<file path="src/logic/asrp_pkg.sv">
// Purpose: constants for the host-side controller of a 4K x 1 asynchronous static memory
// Assumes: CLOCK at 10 MHz; one memory cycle per request
// Notes:   timing counts derive from the printed ns figures and the clock period
package asrp_pkg;
	// ----------------------------------------------------------------
	// geometry and timing
	// ----------------------------------------------------------------
	localparam int          ASRP_ADDR_W       = 12;   // twelve location bits, 4K cells
	localparam int          ASRP_CLK_PERIOD_NS = 100; // clock period
	localparam int          ASRP_T_ACCESS_NS  = 45;   // slowest access time
	localparam int          ASRP_T_CW_NS      = 40;   // select to end of write, slowest grade
	localparam int          ASRP_T_AW_NS      = 40;   // address setup to end of write
	localparam int          ASRP_T_DW_NS      = 20;   // data setup to end of write
	localparam int          ASRP_T_HZ_NS      = 20;   // output float time, slowest grade
	localparam int          ASRP_T_PD_NS      = 30;   // power down after deselect
	// least times round up to whole cycles, at least one
	localparam int          ASRP_ACC_CYC  = (ASRP_T_ACCESS_NS + ASRP_CLK_PERIOD_NS - 1) / ASRP_CLK_PERIOD_NS;
	localparam int          ASRP_WR_NS    = (ASRP_T_CW_NS > ASRP_T_AW_NS) ? ASRP_T_CW_NS : ASRP_T_AW_NS;
	localparam int          ASRP_WR_CYC   = (ASRP_WR_NS + ASRP_CLK_PERIOD_NS - 1) / ASRP_CLK_PERIOD_NS;
	localparam int          ASRP_HZ_CYC   = (ASRP_T_HZ_NS + ASRP_CLK_PERIOD_NS - 1) / ASRP_CLK_PERIOD_NS;
	localparam int          ASRP_CNT_W    = 4;
	localparam logic [3:0]  ASRP_CNT_ZERO = 4'h0;

	// controller states
	typedef enum logic [2:0] {
		ASRP_IDLE,
		ASRP_RD_WAIT,
		ASRP_WR_SETUP,
		ASRP_WR_PULSE,
		ASRP_RECOVER
	} asrp_state_e;
endpackage : asrp_pkg

</file>
<file path="src/logic/asrp_pins_if.sv">
// Purpose: memory pin bundle between the sequencer and the pin register stage
// Assumes: single clock domain
// Notes:   strobes are active low
interface asrp_pins_if;
	import asrp_pkg::*;
	logic [ASRP_ADDR_W-1:0] location_bits; // address to memory
	logic                   chip_on_n;     // select strobe
	logic                   store_n;       // write strobe
	logic                   in_bit;        // write data
	modport seq (output location_bits, chip_on_n, store_n, in_bit);
	modport pin (input  location_bits, chip_on_n, store_n, in_bit);
endinterface : asrp_pins_if

</file>
<file path="src/logic/asrp_pin_reg.sv">
// Purpose: registers memory pins so they leave flip-flops glitch-free
// Assumes: synchronous active-high reset
// Notes:   reset parks the memory deselected
module asrp_pin_reg
	import asrp_pkg::*;
(
	// clock and reset
	input  wire logic                   clk,
	input  wire logic                   rst,
	// next pin values
	asrp_pins_if.pin                    nxt,
	// memory pins
	output logic     [ASRP_ADDR_W-1:0]  location_bits,
	output logic                        chip_on_n,
	output logic                        store_n,
	output logic                        in_bit
);
	// ----------------------------------------------------------------
	// pin flops
	// ----------------------------------------------------------------
	// strobes, reset high so the memory is deselected and never written
	always_ff @(posedge clk) begin
		if (rst) begin
			chip_on_n <= 1'b1;
			store_n   <= 1'b1;
		end else begin
			chip_on_n <= nxt.chip_on_n;
			store_n   <= nxt.store_n;
		end
	end

	// address and data
	always_ff @(posedge clk) begin
		if (rst) begin
			location_bits <= '0;
			in_bit        <= 1'b0;
		end else begin
			location_bits <= nxt.location_bits;
			in_bit        <= nxt.in_bit;
		end
	end
endmodule : asrp_pin_reg

</file>
<file path="src/logic/asrp_ctrl.sv">
// Purpose: host controller driving a 4K x 1 asynchronous static memory
// Assumes: out_bit is synchronous to CLOCK (wire settles well inside 100 ns)
// Notes:   one request at a time; REQ_READY high only in idle
module asrp_ctrl
	import asrp_pkg::*;
(
	// clock and reset
	input  wire logic                         CLOCK,
	input  wire logic                         RST,
	// user request
	input  wire logic                         REQ_VALID,
	input  wire logic                         REQ_WRITE,
	input  wire logic [asrp_pkg::ASRP_ADDR_W-1:0] REQ_ADDR,
	input  wire logic                         REQ_DATA,
	output logic                              REQ_READY,
	// user answer
	output logic                              RSP_VALID,
	output logic                              RSP_DATA,
	// memory pins
	output logic [asrp_pkg::ASRP_ADDR_W-1:0]  LOCATION_BITS,
	output logic                              CHIP_ON_N,
	output logic                              STORE_N,
	output logic                              IN_BIT,
	input  wire logic                         OUT_BIT
);
	import asrp_pkg::*;

	// ----------------------------------------------------------------
	// state
	// ----------------------------------------------------------------
	asrp_state_e               state;       // sequencer state
	asrp_state_e               next_state;  // next sequencer state
	logic [ASRP_CNT_W-1:0]     count;       // phase timer
	logic [ASRP_CNT_W-1:0]     next_count;  // next timer value
	logic [ASRP_ADDR_W-1:0]    addr;        // held address
	logic                      wdata;       // held write data
	logic                      is_write;    // held direction
	asrp_pins_if               pins ();     // next pin values

	// cycles as timer load value (count down to zero)
	function automatic logic [ASRP_CNT_W-1:0] cyc_load(input int cyc);
		cyc_load = ASRP_CNT_W'(cyc - 1);
	endfunction : cyc_load

	// ----------------------------------------------------------------
	// sequencer
	// ----------------------------------------------------------------
	always_comb begin
		next_state = state;
		next_count = (count == ASRP_CNT_ZERO) ? count : count - 1'b1;
		case (state)
			// accept a request
			ASRP_IDLE: begin
				if (REQ_VALID) begin
					// write starts when store_n falls last
					next_state = REQ_WRITE ? ASRP_WR_SETUP : ASRP_RD_WAIT;
					next_count = cyc_load(ASRP_ACC_CYC);
				end
			end
			// wait address or enable access time
			ASRP_RD_WAIT: begin
				if (count == ASRP_CNT_ZERO) begin
					next_state = ASRP_RECOVER;
					next_count = cyc_load(ASRP_HZ_CYC);
				end
			end
			// one cycle selected with store_n high, address settled
			ASRP_WR_SETUP: begin
				next_state = ASRP_WR_PULSE;
				next_count = cyc_load(ASRP_WR_CYC);
			end
			ASRP_WR_PULSE: begin
				if (count == ASRP_CNT_ZERO) begin
					next_state = ASRP_RECOVER;
					next_count = cyc_load(ASRP_HZ_CYC);
				end
			end
			ASRP_RECOVER: begin
				if (count == ASRP_CNT_ZERO) begin
					next_state = ASRP_IDLE;
				end
			end
			default: begin
				next_state = ASRP_IDLE;
			end
		endcase
	end

	// state and timer
	always_ff @(posedge CLOCK) begin
		if (RST) begin
			state <= ASRP_IDLE;
			count <= ASRP_CNT_ZERO;
		end else begin
			state <= next_state;
			count <= next_count;
		end
	end

	// capture request so address stays fixed across the cycle
	always_ff @(posedge CLOCK) begin
		if (RST) begin
			addr     <= '0;
			wdata    <= 1'b0;
			is_write <= 1'b0;
		end else if (state == ASRP_IDLE && REQ_VALID) begin
			addr     <= REQ_ADDR;
			wdata    <= REQ_DATA;
			is_write <= REQ_WRITE;
		end
	end

	// ----------------------------------------------------------------
	// pin values
	// ----------------------------------------------------------------
	// select in any active phase
	assign pins.chip_on_n     = !(next_state == ASRP_RD_WAIT || next_state == ASRP_WR_SETUP ||
	                             next_state == ASRP_WR_PULSE);
	// store_n low only in the write pulse, high for reads
	assign pins.store_n       = !(next_state == ASRP_WR_PULSE);
	// address presented with the select, before the pulse
	assign pins.location_bits = (state == ASRP_IDLE) ? REQ_ADDR : addr;
	// data set up with the address, held through the strobe rise
	assign pins.in_bit        = (state == ASRP_IDLE) ? REQ_DATA : wdata;

	// both strobes rise together, ending the write
	asrp_pin_reg u_pins (
		.clk           (CLOCK),
		.rst           (RST),
		.nxt           (pins),
		.location_bits (LOCATION_BITS),
		.chip_on_n     (CHIP_ON_N),
		.store_n       (STORE_N),
		.in_bit        (IN_BIT)
	);

	// ----------------------------------------------------------------
	// answer
	// ----------------------------------------------------------------
	assign REQ_READY = (state == ASRP_IDLE);

	// sample out_bit at the end of access while still selected
	always_ff @(posedge CLOCK) begin
		if (RST) begin
			RSP_VALID <= 1'b0;
			RSP_DATA  <= 1'b0;
		end else begin
			RSP_VALID <= 1'b0;
			if (state == ASRP_RD_WAIT && count == ASRP_CNT_ZERO) begin
				RSP_VALID <= 1'b1;
				RSP_DATA  <= OUT_BIT;
			end else if (state == ASRP_WR_PULSE && count == ASRP_CNT_ZERO) begin
				RSP_VALID <= 1'b1;
			end
		end
	end
endmodule : asrp_ctrl

</file>
<file path="config.mk">
export PLATFORM = sky130hd
export DESIGN_NAME = asrp_ctrl
export DESIGN_NICKNAME = d
export VERILOG_FILES = /design/src/logic/asrp_pkg.sv /design/src/logic/asrp_pins_if.sv /design/src/logic/asrp_pin_reg.sv /design/src/logic/asrp_ctrl.sv
export SDC_FILE = /design/constraint.sdc
export NUM_CORES = 1
export LEC_CHECK = 0
export BUFFER_PORTS_ARGS = -buffer_cell sky130_fd_sc_hd__buf_2
export CORE_MARGIN = 2
export CORE_UTILIZATION = 49
export DETAILED_ROUTE_END_ITERATION = 6
export GPL_ROUTABILITY_DRIVEN = 0
export PLACE_DENSITY_LB_ADDON = 0.3
export SLEW_MARGIN = 0
export SYNTH_ARGS = -nofsm -noshare
export SYNTH_HDL_FRONTEND = slang
export SYNTH_SLANG_ARGS = --single-unit
</file>
<file path="constraint.sdc">
create_clock -name CLOCK -period 2 [get_ports CLOCK]
set_input_delay 0.3 -clock CLOCK [delete_from_list [all_inputs] [get_ports CLOCK]]
set_output_delay 0.3 -clock CLOCK [all_outputs]
set_load 0.05 [all_outputs]
</file>
==> impl_summary.md <==
Run status
The flow ran to the end, and the final reports show no timing, DRC or antenna violations.

Worst setup path
On the worst path, the slowest cell contributes a delay of 0.49 ns. The data arrival time of the critical path is 1.61 ns. The cell with the biggest individual delay on the critical path is sky130_fd_sc_hd__dfxtp_1. The worst register-to-register path has a setup slack of 0.41 ns. The endpoint of the lowest-slack register-to-register path is count[0]$_SDFF_PP0_.

The signal on the critical path passes through or3_1, inv_2, buf_2. The startpoint of the worst register-to-register path is count[0]$_SDFF_PP0_. The type of the worst setup path is flop to output pin. Measured in cells, the most critical reg-to-reg path has a length of 7. The maximum fanout count along the critical path is 14. For the worst setup path, the data required time is 1.70 ns. Together, buffers and inverters on the worst path number 2. The family of cells with the greatest summed delay on the critical path is flip-flops. The worst setup path is captured at an output pin. STA classifies the critical path startpoint as a flop.

Die
The die boundary width is 59.2 µm. The starting density of the core is 50.2%. The die covers 3510 µm².

In this run the count of I/O pins placed on the die edge is 36. In this run the vertical extent of the chip is 59.2 µm. The count of standard-cell rows is 20. The placeable core region is 2980 µm².

Clock tree
The TritonCTS clock tree is built. The clock tree synthesis step divided the H-tree into 2 levels. The latest clock arrival within the worst-skew pair is 0.34 ns. The count of hold buffers inserted by post-cts repair is 0. The number of instances resized during post-cts repair is 0. After clock tree synthesis, the clock-pin slew on the worst setup and hold paths is 0.11 ns. The count of clock tree sinks is 37. The number of clock buffers added by TritonCTS is 5. The cell sitting at the root of the clock tree is a sky130_fd_sc_hd__clkbuf_4. The number of buffers on the longest clock path is 2.

Once the clock tree was built, the setup fixing pass inserted 0 buffers.

Logic synthesis
The post-synthesis sequential area ratio is 49.5%. The synthesized netlist occupies a cell area of 1500 µm². The complex-gate fraction of the synthesized area is 16.7%.

The share of synthesized area in the top cell type comes to 49.5%. The number of nets in the synthesized netlist is 197. Yosys mapped the design onto 36 distinct sky130hd cell types. The number of warnings printed during yosys synthesis is 0. In the synthesized netlist, the cells that appear most often are 55 x sky130_fd_sc_hd__nand2_1, 37 x sky130_fd_sc_hd__dfxtp_1, 31 x sky130_fd_sc_hd__a21oi_1, 7 x sky130_fd_sc_hd__clkbuf_1, 5 x sky130_fd_sc_hd__nor2_1. The count of flip-flops with a built-in enable after synthesis is 0. After synthesis, the share of cell area in mux cells is 0.753%.

Sorting the synthesized cells by area gives the leading types as sky130_fd_sc_hd__dfxtp_1 50%, sky130_fd_sc_hd__nand2_1 14%, sky130_fd_sc_hd__a21oi_1 10%, sky130_fd_sc_hd__buf_6 2.3%, sky130_fd_sc_hd__o32ai_4 1.8%. Of the total synthesized cell area, the portion taken by XOR and XNOR cells is 0.586%. The synthesized netlist devotes 24.4% of its cell area to simple gates. The dominant register cell in the synthesized netlist is sky130_fd_sc_hd__dfxtp_1. The dominant combinational cell family by area after synthesis is simple AND/OR/NAND/NOR gates. The average cell area after synthesis is 8.45 µm².

The most instantiated library cell after synthesis is sky130_fd_sc_hd__nand2_1. The number of standard cells after synthesis is 177. The adder-cell share of the synthesized area is 1.67%. The number of storage elements in the synthesis netlist is 37. Of all cell types, the one taking the most synthesized area is sky130_fd_sc_hd__dfxtp_1. In the synthesized netlist the async set-or-reset flop fraction comes to 0%.

Routing
For this block, the initial DRC count from the detailed router was 36. The remaining routing DRC violations is 0. The total vias in the final route is 1290.

Summed over all layers, the routed wires come to 3020 µm. The first TritonRoute pass finished after 6 iterations. The mean number of vias per cell is 5.29. The per-cell routed wire length is 12.4 µm. The detail route stage leaves a number of antenna-violating nets equal to 0.

STA
The worst pin sits at a relative slew slack of 59.2%. On the final layout, the worst hold slack is 0.194 ns. Setup repair after global routing left no endpoint under its margin.

The post-layout minimum cycle time is 1.91 ns. Of the available clock period, the critical path in the final layout requires 95.4%. Static timing analysis puts the maximum clock frequency at 0.524 GHz. The final setup skew is 0.0119 ns. For the pin with the worst max-slew slack, the measured transition is 0.612 ns. The final hold violation count was 0. The final-report max-slew violation count is 0. The total of endpoints with negative setup slack in the final report is 0. The setup total negative slack is 0 ns.

Global route
The number of global-route vias before repair is 1181. For this run the aggregate overflow at the end of global routing stands at 0. The number of antenna violations at the first check in global routing is 0. The wire length of the first global-routing pass is 4950 µm.

For this run, the total global-route usage over all layers was measured as 18.9%. The maximum number of pins on one net before global-route repair is 37.

Layout
From synthesis to final layout, the design area changed by 15.8%. The multi-input combinational cell area is 659 µm². The number of nets in the final layout is 231. The number of antenna diodes in the final layout is 0. Of the cells placed in the final design, the portion with a size suffix greater than 1 is 27.5%.

The sequential cells in the finished layout cover a total of 741 µm². The layout has 273 filler cells.

Min path
The worst hold path terminates at addr[9]$_SDFFE_PP0P_. Counting instances, the worst hold path has a depth of 3. The startpoint identified for the worst hold timing path is REQ_ADDR[9]. The worst hold-check path type is input pin to flop.

Power
Summed over all cells, the static leakage comes to 0.744 nW. Power spread over the standard cell area amounts to 1670 nW/µm². The worst IR drop on VDD is 0.840 mV.

Flow run
The number of max-cap violations is 0.

Placed design
The total of buffers placed on input and output ports is 35. The detailed placer's ending HPWL is 2120 µm.
## worst max-delay path by stage
stage	from	endpoint	slack, ns	cells after the start
after floorplan	count[0]$_SDFF_PP0_	count[0]$_SDFF_PP0_	0.45	7
after global placement	state[2]$_SDFF_PP0_	REQ_READY	0.51	3
after detailed placement	count[0]$_SDFF_PP0_	count[0]$_SDFF_PP0_	0.46	7
after CTS	state[2]$_SDFF_PP0_	REQ_READY	0.10	3
after global routing	state[2]$_SDFF_PP0_	REQ_READY	0.04	3
final	state[2]$_SDFF_PP0_	REQ_READY	0.09	3
## power by group
group / internal [mW] / total [mW] / switching [mW]
clock: 0.165 / 0.402 / 0.238
combinational: 0.481 / 1.43 / 0.953
sequential: 0.923 / 1.06 / 0.133
total: 1.57 / 2.89 / 1.32
## metal layers
metal	share of wire [%]	GRT usage, %	up-vias
met2	50	31.9	37
met1	43	21.6	594
met5	0	0	-
met3	6.0	5.46	5
li1	-	-	654
met4	1.7	9.42	0
## cell type report
class,count,area share (%)
repair buffers,40,12.3
clock buffers,6,2.96
well taps,33,2.38
multi-input cells,122,38.1
flip-flops and latches,37,42.8
inverters,5,1.08
clock inverters,1,0.434
## worst reg2reg max path, delay by kind of cell (launching register included)
kind | cells | cell delay [ns]
buffers and inverters | 2 | 0.19
and+or+nand+nor | 1 | 0.22
AOI/OAI and AO/OA | 2 | 0.31
DFF | 1 | 0.32
adders and majority gates | 2 | 0.48
## logic make-up after synthesis
| family | count (synthesis) |
|---|---|
| flops | 37 |
| fa+ha+maj | 2 |
| simple gates | 78 |
| compound gates | 40 |
| buf+inv | 18 |
| xor+xnor | 1 |
| mux | 1 |
## through the flow
| step | instances | total power, mW | worst slack (ns) | area (µm²) | utilization, % |
|---|---|---|---|---|---|
| 2_1_floorplan | 177 | 2.19 | 0.454 | 1500 | - |
| 3_3_place_gp | 237 | 2.45 | 0.507 | 1670 | 56.2 |
| 3_5_place_dp | 237 | 2.50 | 0.464 | 1670 | 56.2 |
| 4_1_cts | 244 | 2.91 | 0.101 | 1730 | 58.2 |
| 5_1_grt | 244 | 3.09 | 0.0431 | 1730 | 58.2 |
| 6_report | 244 | 2.89 | 0.0929 | 1730 | 58.2 |
## flip-flops by register name, indices dropped and copies added (netlist names)
register              count
count                     4
addr                     12
RSP_DATA                  1
u_pins.in_bit             1
u_pins.chip_on_n          1
RSP_VALID                 1
u_pins.store_n            1
u_pins.location_bits     12
state                     3
wdata                     1
## cell usage in the layout (no fill, tap or decap), types with 2 or more instances in the layout
cell type / count
sky130_fd_sc_hd__nand2_1: 55
sky130_fd_sc_hd__buf_2: 35
sky130_fd_sc_hd__nor2_1: 5
sky130_fd_sc_hd__nand3_1: 2
sky130_fd_sc_hd__inv_1: 4
sky130_fd_sc_hd__dfxtp_1: 37
sky130_fd_sc_hd__or2_2: 2
sky130_fd_sc_hd__nor3_1: 4
sky130_fd_sc_hd__a21oi_1: 31
sky130_fd_sc_hd__clkbuf_4: 5
sky130_fd_sc_hd__buf_4: 5
sky130_fd_sc_hd__ha_1: 2
(Power assumes the default switching activity.)
